===== src/design/cffc_pkg.sv =====
package cffc_pkg;

    // Register word indexes; the byte address is four times the index
    localparam logic [7:0] TX_FRONTEND_IDX     = 8'h65;
    localparam logic [7:0] RX_FRONTEND_IDX     = 8'h66;
    localparam logic [7:0] SAMPLE_FORMAT_IDX   = 8'h67;
    localparam logic [7:0] RX_SOURCE_IDX       = 8'h68;
    localparam logic [7:0] MISC_CTRL_IDX       = 8'h70;
    localparam logic [7:0] VOICE_DATA_IDX      = 8'h71;

    // Reset values
    localparam logic [7:0] TX_FRONTEND_RST     = 8'h00;
    localparam logic [7:0] RX_FRONTEND_RST     = 8'h00;
    localparam logic [7:0] SAMPLE_FORMAT_RST   = 8'h00;
    localparam logic [7:0] RX_SOURCE_RST       = 8'h00;
    localparam logic [7:0] MISC_CTRL_RST       = 8'h00;

    // Field positions
    localparam int INPUT_GAIN_LSB      = 4;
    localparam int MON_FLOOR_BIT       = 2;
    localparam int EAR_GAIN_LSB        = 4;
    localparam int SPK_GAIN_LSB        = 0;
    localparam int RX_FMT2_LSB         = 6;
    localparam int TX_FMT2_LSB         = 4;
    localparam int RX_FMT1_LSB         = 2;
    localparam int TX_FMT1_LSB         = 0;
    localparam int RX_SRC_LSB          = 6;
    localparam int CMON_EN_BIT         = 0;
    localparam int RING_SPK_BIT        = 1;

    // Gain codes
    localparam logic [3:0] GAIN_OFF        = 4'h0;
    localparam logic [3:0] GAIN_BYPASS     = 4'hf;
    localparam logic [3:0] IN_GAIN_MAX     = 4'h8;
    localparam logic [3:0] EAR_GAIN_MAX    = 4'h9;
    localparam logic [3:0] SPK_GAIN_MAX    = 4'hc;
    localparam logic [3:0] SPK_RING_MAX    = 4'he;
    localparam logic [3:0] SPK_FLOOR_9P5   = 4'h8;
    localparam logic [3:0] SPK_FLOOR_21P5  = 4'hc;

    typedef enum logic [1:0] {
        CFFC_FMT_ALAW = 2'h0,
        CFFC_FMT_ULAW = 2'h1,
        CFFC_FMT_LIN8 = 2'h2,
        CFFC_FMT_LIN16 = 2'h3
    } cffc_fmt_e;

    typedef enum logic [1:0] {
        CFFC_SRC_IDLE = 2'h0,
        CFFC_SRC_CH1  = 2'h1,
        CFFC_SRC_CH2  = 2'h2,
        CFFC_SRC_SUM  = 2'h3
    } cffc_src_e;

    typedef enum logic [2:0] {
        CFFC_IN_PAIR1 = 3'b001,
        CFFC_IN_PAIR2 = 3'b010,
        CFFC_IN_AUX   = 3'b100
    } cffc_in_e;

    // Analog front-end control bundle
    typedef struct packed {
        logic       front_amp_on;
        logic       input_prefilter_on;
        logic [3:0] input_gain_sel;
        logic [2:0] input_route;
        logic       earpiece_amp_on;
        logic [3:0] earpiece_gain_sel;
        logic       speaker_amp_on;
        logic [3:0] speaker_gain_sel;
        logic       ring_to_speaker;
        logic       bypass_test;
    } cffc_afe_s;

    // Datapath format bundle
    typedef struct packed {
        cffc_fmt_e rx_fmt_ch1;
        cffc_fmt_e rx_fmt_ch2;
        cffc_fmt_e tx_fmt_ch1;
        cffc_fmt_e tx_fmt_ch2;
        cffc_src_e rx_src;
    } cffc_fmt_s;

endpackage : cffc_pkg


===== src/design/cffc_regs.sv =====
`timescale 1ns/10ps
// Overview of operation
// - Input gain 0000 powers down amp and prefilter; 0001-1000 give 0 to 42 dB.
// - Gain code 1111 is a test bypass; software must not use it.
// - Monitor floor bit sets lowest speaker gain: -9.5 dB or -21.5 dB.
// - Input source bits 1:0 pick pair one, pair two, aux; 11 unused.
// - Earpiece gain 0000 off; 0001 is 2.5 dB; then -0.5 to -21.5 dB.
// - Speaker gain 0000 off; 0001-1100 give 11.5 down to -21.5 dB.
// - Speaker codes 1101 and 1110 only valid with ring to speaker.
// - Receive format at bits 7:6 channel two, 3:2 channel one.
// - Transmit format at bits 5:4 channel two, 1:0 channel one.
// - Linear modes: high register gets sample 15:8; low register gets 7:0 in 16-bit mode, zero in 8-bit mode.
// - Receive source bits 7:6: idle, channel one, channel two, sum.
// - Controlled monitoring fixes speaker codes 0001-1100 at the chosen floor; ring-only and bypass codes pass as written.
// - Ring to speaker drives the square ringing onto speaker pins.
module cffc_regs (
    input  wire logic                hclk,
    input  wire logic                hresetn,
    input  wire logic                hsel,
    input  wire logic [31:0]         haddr,
    input  wire logic [1:0]          htrans,
    input  wire logic                hwrite,
    input  wire logic [2:0]          hsize,
    input  wire logic [31:0]         hwdata,
    input  wire logic                hready,
    output logic      [31:0]         hrdata,
    output logic                     hreadyout,
    output logic                     hresp,
    input  wire logic [15:0]         tx_sample_ch1,
    input  wire logic                ring_square,
    output cffc_pkg::cffc_afe_s      afe_ctrl,
    output cffc_pkg::cffc_fmt_s      fmt_ctrl,
    output logic                     speaker_drive_ring,
    output logic                     speaker_ring_level
);

    // Configuration registers
    logic [7:0] tx_frontend_cfg;
    logic [7:0] rx_frontend_cfg;
    logic [7:0] sample_format_cfg;
    logic [7:0] rx_source_cfg;
    logic [7:0] misc_ctrl;
    logic [7:0] voice_reg_high;
    logic [7:0] voice_reg_low;

    // Data phase bookkeeping
    logic       dp_write;
    logic       dp_read;
    logic [7:0] dp_index;

    // Address phase decode
    wire        addr_valid = hsel && hready && htrans[1];
    wire [7:0]  addr_index = haddr[9:2];
    wire        wr_tx      = dp_write && (dp_index == cffc_pkg::TX_FRONTEND_IDX);
    wire        wr_rx      = dp_write && (dp_index == cffc_pkg::RX_FRONTEND_IDX);
    wire        wr_fmt     = dp_write && (dp_index == cffc_pkg::SAMPLE_FORMAT_IDX);
    wire        wr_src     = dp_write && (dp_index == cffc_pkg::RX_SOURCE_IDX);
    wire        wr_misc    = dp_write && (dp_index == cffc_pkg::MISC_CTRL_IDX);
    wire [7:0]  wdata      = hwdata[7:0];

    // Capture the address phase
    always_ff @(posedge hclk or negedge hresetn) begin
        if (!hresetn) begin
            dp_write <= 1'b0;
            dp_read  <= 1'b0;
            dp_index <= 8'h00;
        end else begin
            dp_write <= addr_valid && hwrite;
            dp_read  <= addr_valid && !hwrite;
            dp_index <= addr_valid ? addr_index : dp_index;
        end
    end

    // Register writes; codes stored as written, except misc_ctrl keeps only bits 1:0
    always_ff @(posedge hclk or negedge hresetn) begin
        if (!hresetn) begin
            tx_frontend_cfg   <= cffc_pkg::TX_FRONTEND_RST;
            rx_frontend_cfg   <= cffc_pkg::RX_FRONTEND_RST;
            sample_format_cfg <= cffc_pkg::SAMPLE_FORMAT_RST;
            rx_source_cfg     <= cffc_pkg::RX_SOURCE_RST;
            misc_ctrl         <= cffc_pkg::MISC_CTRL_RST;
        end else begin
            if (wr_tx) tx_frontend_cfg <= wdata;
            if (wr_rx) rx_frontend_cfg <= wdata;
            if (wr_fmt) sample_format_cfg <= wdata;
            if (wr_src) rx_source_cfg <= wdata;
            if (wr_misc) misc_ctrl <= {6'h00, wdata[1:0]};
        end
    end

    // Read mux, unmapped words read zero
    logic [7:0] rd_byte;
    always_comb begin
        if (dp_index == cffc_pkg::TX_FRONTEND_IDX) begin
            rd_byte = tx_frontend_cfg;
        end else if (dp_index == cffc_pkg::RX_FRONTEND_IDX) begin
            rd_byte = rx_frontend_cfg;
        end else if (dp_index == cffc_pkg::SAMPLE_FORMAT_IDX) begin
            rd_byte = sample_format_cfg;
        end else if (dp_index == cffc_pkg::RX_SOURCE_IDX) begin
            rd_byte = rx_source_cfg;
        end else if (dp_index == cffc_pkg::MISC_CTRL_IDX) begin
            rd_byte = misc_ctrl;
        end else if (dp_index == cffc_pkg::VOICE_DATA_IDX) begin
            rd_byte = voice_reg_high;
        end else begin
            rd_byte = 8'h00;
        end
    end

    wire [31:0] rd_word = (dp_index == cffc_pkg::VOICE_DATA_IDX) ?
                          {16'h0000, voice_reg_high, voice_reg_low} : {24'h000000, rd_byte};

    // Zero-wait slave, always OKAY
    assign hreadyout = 1'b1;
    assign hresp     = 1'b0;
    assign hrdata    = dp_read ? rd_word : 32'h0000_0000;

    // Field extraction
    wire [3:0] in_code   = tx_frontend_cfg[cffc_pkg::INPUT_GAIN_LSB +: 4];
    wire       mon_floor = tx_frontend_cfg[cffc_pkg::MON_FLOOR_BIT];
    wire [1:0] in_src    = tx_frontend_cfg[1:0];
    wire [3:0] ear_code  = rx_frontend_cfg[cffc_pkg::EAR_GAIN_LSB +: 4];
    wire [3:0] spk_code  = rx_frontend_cfg[cffc_pkg::SPK_GAIN_LSB +: 4];
    wire       cmon_en   = misc_ctrl[cffc_pkg::CMON_EN_BIT];
    wire       ring_spk  = misc_ctrl[cffc_pkg::RING_SPK_BIT];

    // Gain code validity; undocumented codes act as power-down
    wire in_ok  = (in_code != cffc_pkg::GAIN_OFF) &&
                  (in_code <= cffc_pkg::IN_GAIN_MAX);
    wire ear_ok = (ear_code != cffc_pkg::GAIN_OFF) &&
                  (ear_code <= cffc_pkg::EAR_GAIN_MAX);
    wire spk_nrm = (spk_code != cffc_pkg::GAIN_OFF) &&
                   (spk_code <= cffc_pkg::SPK_GAIN_MAX);
    wire spk_rng = ring_spk && (spk_code > cffc_pkg::SPK_GAIN_MAX) &&
                   (spk_code <= cffc_pkg::SPK_RING_MAX);
    wire in_byp  = (in_code == cffc_pkg::GAIN_BYPASS);
    wire ear_byp = (ear_code == cffc_pkg::GAIN_BYPASS);
    wire spk_byp = (spk_code == cffc_pkg::GAIN_BYPASS);

    // Controlled monitoring pins speaker codes 0001-1100 at the floor; ring-only and bypass codes pass
    wire [3:0] spk_floor = mon_floor ? cffc_pkg::SPK_FLOOR_21P5 : cffc_pkg::SPK_FLOOR_9P5;
    wire       spk_on    = spk_nrm || spk_rng || spk_byp;
    wire [3:0] spk_eff   = (cmon_en && spk_nrm) ? spk_floor : spk_code;

    // Input routing
    logic [2:0] in_route;
    always_comb begin
        case (in_src)
            2'b00:   in_route = cffc_pkg::CFFC_IN_PAIR1;
            2'b01:   in_route = cffc_pkg::CFFC_IN_PAIR2;
            2'b10:   in_route = cffc_pkg::CFFC_IN_AUX;
            default: in_route = 3'b000;
        endcase
    end

    // Decoded front-end controls, registered
    cffc_pkg::cffc_afe_s next_afe;
    always_comb begin
        next_afe                    = '0;
        next_afe.front_amp_on       = in_ok || in_byp;
        next_afe.input_prefilter_on = in_ok || in_byp;
        next_afe.input_gain_sel     = (in_ok || in_byp) ? in_code : cffc_pkg::GAIN_OFF;
        next_afe.input_route        = in_route;
        next_afe.earpiece_amp_on    = ear_ok || ear_byp;
        next_afe.earpiece_gain_sel  = (ear_ok || ear_byp) ? ear_code : cffc_pkg::GAIN_OFF;
        next_afe.speaker_amp_on     = spk_on;
        next_afe.speaker_gain_sel   = spk_on ? spk_eff : cffc_pkg::GAIN_OFF;
        next_afe.ring_to_speaker    = ring_spk;
        next_afe.bypass_test        = in_byp || ear_byp || spk_byp;
    end

    // Format and source decode
    wire [1:0] rx2_bits = sample_format_cfg[cffc_pkg::RX_FMT2_LSB +: 2];
    wire [1:0] rx1_bits = sample_format_cfg[cffc_pkg::RX_FMT1_LSB +: 2];
    wire [1:0] tx2_bits = sample_format_cfg[cffc_pkg::TX_FMT2_LSB +: 2];
    wire [1:0] tx1_bits = sample_format_cfg[cffc_pkg::TX_FMT1_LSB +: 2];
    wire [1:0] src_bits = rx_source_cfg[cffc_pkg::RX_SRC_LSB +: 2];
    cffc_pkg::cffc_fmt_s next_fmt;
    assign next_fmt = cffc_pkg::cffc_fmt_s'({rx1_bits, rx2_bits, tx1_bits, tx2_bits, src_bits});

    // Output registers
    always_ff @(posedge hclk or negedge hresetn) begin
        if (!hresetn) begin
            afe_ctrl <= '0;
            fmt_ctrl <= '0;
        end else begin
            afe_ctrl <= next_afe;
            fmt_ctrl <= next_fmt;
        end
    end

    // Ringing pin synchroniser and speaker drive
    logic ring_meta;
    logic ring_sync;
    always_ff @(posedge hclk or negedge hresetn) begin
        if (!hresetn) begin
            ring_meta          <= 1'b0;
            ring_sync          <= 1'b0;
            speaker_drive_ring <= 1'b0;
            speaker_ring_level <= 1'b0;
        end else begin
            ring_meta          <= ring_square;
            ring_sync          <= ring_meta;
            speaker_drive_ring <= ring_spk;
            speaker_ring_level <= ring_spk && ring_sync;
        end
    end

    // Channel one voice bytes
    cffc_voice_split u_split (
        .hclk           (hclk),
        .hresetn        (hresetn),
        .fmt            (cffc_pkg::cffc_fmt_e'(sample_format_cfg[cffc_pkg::TX_FMT1_LSB +: 2])),
        .sample         (tx_sample_ch1),
        .voice_reg_high (voice_reg_high),
        .voice_reg_low  (voice_reg_low)
    );
endmodule : cffc_regs


===== src/design/cffc_voice_split.sv =====
`timescale 1ns/10ps
// Splits an internal 16-bit sample into high and low voice register bytes
module cffc_voice_split (
    input  wire logic                hclk,
    input  wire logic                hresetn,
    input  wire cffc_pkg::cffc_fmt_e fmt,
    input  wire logic [15:0]         sample,
    output logic      [7:0]          voice_reg_high,
    output logic      [7:0]          voice_reg_low
);

    wire        is_linear = (fmt == cffc_pkg::CFFC_FMT_LIN8) || (fmt == cffc_pkg::CFFC_FMT_LIN16);
    wire        is_wide   = (fmt == cffc_pkg::CFFC_FMT_LIN16);
    wire [7:0]  next_high = is_linear ? sample[15:8] : sample[7:0];
    wire [7:0]  next_low  = is_wide ? sample[7:0] : 8'h00;

    // Byte registers; companded codes ride in the high byte of the word
    always_ff @(posedge hclk or negedge hresetn) begin
        if (!hresetn) begin
            voice_reg_high <= 8'h00;
            voice_reg_low  <= 8'h00;
        end else begin
            voice_reg_high <= next_high;
            voice_reg_low  <= next_low;
        end
    end
endmodule : cffc_voice_split


===== config.mk =====
export PLATFORM = sky130hd
export DESIGN_NAME = cffc_regs
export DESIGN_NICKNAME = d
export VERILOG_FILES = /design/src/design/cffc_pkg.sv /design/src/design/cffc_regs.sv /design/src/design/cffc_voice_split.sv
export SDC_FILE = /design/constraint.sdc
export NUM_CORES = 1
export LEC_CHECK = 0
export BUFFER_PORTS_ARGS = -buffer_cell sky130_fd_sc_hd__buf_4
export CORE_MARGIN = 3
export CORE_UTILIZATION = 54
export CTS_BUF_LIST = sky130_fd_sc_hd__clkbuf_8
export CTS_CLUSTER_SIZE = 20
export DETAILED_ROUTE_END_ITERATION = 10
export PLACE_DENSITY = 0.95
export SYNTH_ARGS = -nofsm -noshare
export SYNTH_HDL_FRONTEND = slang
export SYNTH_SLANG_ARGS = --single-unit

===== constraint.sdc =====
create_clock -name hclk -period 3.9 [get_ports hclk]
set_input_delay 0.585 -clock hclk [delete_from_list [all_inputs] [get_ports hclk]]
set_output_delay 0.585 -clock hclk [all_outputs]
set_load 0.01 [all_outputs]

==> flow_summary.ini <==
[sta]
rsz0062_at_grt = false
maxSlewViolCount = 0
hold_viol = 0
min_period_ps = 3090
relSlewSlack = 0.408
worstMarginPinSlew_ps = 888
min_period_over_period = 0.793
holdWs_ps = 324
fin_skew_ps = 8.37
setup_tns_ps = 0
clock.fmax_mhz = 323
final-setup-viol-count = 0

[final_layout]
fin_area_mm2 = 0.00488
drive_above_1_share = 0.423
areaGrowthSynthToFinish_pct = 19.7
fillers = 561
antenna_cells = 0
multi_input_area_mm2 = 0.00156
mostFrequentLayoutCell = dfrtp_1
stdcell_count = 506
register_area_mm2 = 0.00233
final_nets = 493
final_cell_mix = 93 x dfrtp_1, 89 x buf_4, 57 x mux2_2, 18 x conb_1, 16 x and3_1

[logic_synthesis]
synth-seq-cells = 93
yosysSeqAreaShare = 0.571
synth_edf_count = 0
synth_area_mm2 = 0.00407
async_flop_share = 1.00
synth_top_area_cell = dfrtp_1
ys_types = 44
synth_area_leaders = dfrtp_1 57%, mux2_2 16%, buf_4 4.1%, and3_1 2.5%, and2_1 1.4%
synth.avg_cell_area_um2 = 12.7
syn_inst = 321
yosys_warnings = 0
synth_top_area_share = 0.571
synth_flop_cell = dfrtp_1

[floorplan]
core_area_mm2 = 0.00729
dieWidth_um = 92.9
dieArea_mm2 = 0.00862
ios = 158
start_util = 0.559
row_count = 31
die_h_um = 92.9

[critical_path]
crit_slowest_cell = or3b_1
cp_slowest_stage_delay_ps = 590
crit_type = flip-flop to output pin
required_ps = 3310
startpoint_type = flip-flop
worstRegToRegCells = 4
worstPathCellList = or3b_1 -> or3_1 -> a41o_1 -> a21oi_2 -> buf_4
cp-end-kind = output pin
crit_arrival_ps = 2510
cp_max_fo = 11

[clock_tree]
ctsHoldBuffers = 0
ctsRootBufferMaster = clkbuf_8
cts_sinks = 93
cts_buffers = 9
clock_latency_ps = 350
cts_setup_buffers = 0
htree_num_levels = 3
cts_tree = done
clk_pin_slew_ps = 100
clock_tree.buffer_depth = 2
cts_resized = 0

[run]
cap_viol_max_count = 0

[grt]
grt_pass1_vias = 2790
grt_usage = 0.206
grt_pass1_wl_um = 13700
grt_max_degree = 76
grt-ovfl-total = 0
antenna_found_initial = 0

[status]
status = completed

[worst_hold_path]
min_path_cells = 1
hold_class = input pin to flip-flop

[pwr]
p_leak_nw = 2.31
power_mw = 1.90
power.density_mw_per_mm2 = 390
ir_worst_vdd_uv = 302

[route]
via_count = 2765
vias_per_cell = 5.46
drc = 0
drt-total-wl_um = 8360
drtIter0Drc = 141
post_drt_wl_per_cell_um = 16.5
drt-pass1-iter-count = 4
ant_nets = 0

[place]
dp_hpwl_um = 6020
routabilityCongestion = 0.869
place_inst = 490
place_area_mm2 = 0.00469
port_buffers = 87
-- report_power, final --
part | total, mW | switching [mW] | internal [mW]
combinational | 0.250 | 0.126 | 0.124
clock | 0.586 | 0.346 | 0.240
sequential | 1.07 | 0.0507 | 1.02
-- synthesized netlist by cell type, drive strengths merged (3+ instances only) --
library cell  number
a21oi             13
a22oi              7
mux2              57
nand3             11
inv                3
nor2b              3
or3                4
dfrtp             93
o221a              6
buf               28
a21boi             3
nand2b             3
and2               9
nor2              14
clkbuf             7
and3              16
nand2              9
nand4              6
-- critical path, delay by kind of cell (launching register included) --
kind,cells,cell delay [ps]
AOI/OAI and AO/OA,2,380
and+or+nand+nor,2,1110
DFF,1,520
buffers and inverters,1,140
-- through the flow --
| step | utilization | setup WS [ps] |
|---|---|---|
| final | 0.669 | 808 |
| after CTS | 0.669 | 794 |
| after detailed placement | 0.644 | 1200 |
| after global routing | 0.669 | 700 |
| after floorplan | - | 1610 |
| after global placement | 0.644 | 1200 |
-- worst paths after layout --
kind / from / end / slack, ps
worst max-delay path: dp_index[1] / hrdata[0] / 810
worst min-delay path: ring_square / ring_meta / 320
worst max register to register: dp_index[2] / sample_format_cfg[7] / 1350
worst min register to register: ring_meta / ring_sync / 360
max in group asynchronous: hresetn / rx_frontend_cfg[3] / 2750
min in group asynchronous: hresetn / afe_ctrl[8] / 340
-- registers in the layout (all words and copies together), names as in the netlist --
name                    cells
afe_ctrl                   19
fmt_ctrl                   10
dp_index                    8
rx_frontend_cfg             8
rx_source_cfg               8
sample_format_cfg           8
tx_frontend_cfg             8
u_split.voice_reg_high      8
u_split.voice_reg_low       8
misc_ctrl                   2
dp_read                     1
dp_write                    1
ring_meta                   1
ring_sync                   1
speaker_drive_ring          1
speaker_ring_level          1
-- layer usage --
metal  wire length, um  vias to the layer above  GRT usage
li1                  -                     1282          -
met1              3390                     1341      0.267
met2              4150                      130      0.338
met3               680                       12     0.0439
met4               142                        0     0.0818
met5                 0                        -          0
-- area by class of cell --
cell class,count,area share
Timing Repair Buffer,89,0.137
Multi-Input combinational cell,206,0.321
Inverter,3,0.00231
Clock buffer,9,0.0254
Sequential cell,93,0.477
Tap cell,99,0.0254
Clock inverter,7,0.0118
-- kinds of logic (layout without fill, tap and decap cells) --
group	Yosys count	in the layout	share of synthesized area
and+or+nand+nor	89	89	0.130
muxes	57	57	0.158
xor gates and xnor gates	1	1	0.00215
other	2	18	0.00184
buffers and inverters	38	108	0.0596
DFF	93	93	0.571
AOI/OAI and AO/OA	41	41	0.0777
(Power assumes the default switching activity.)
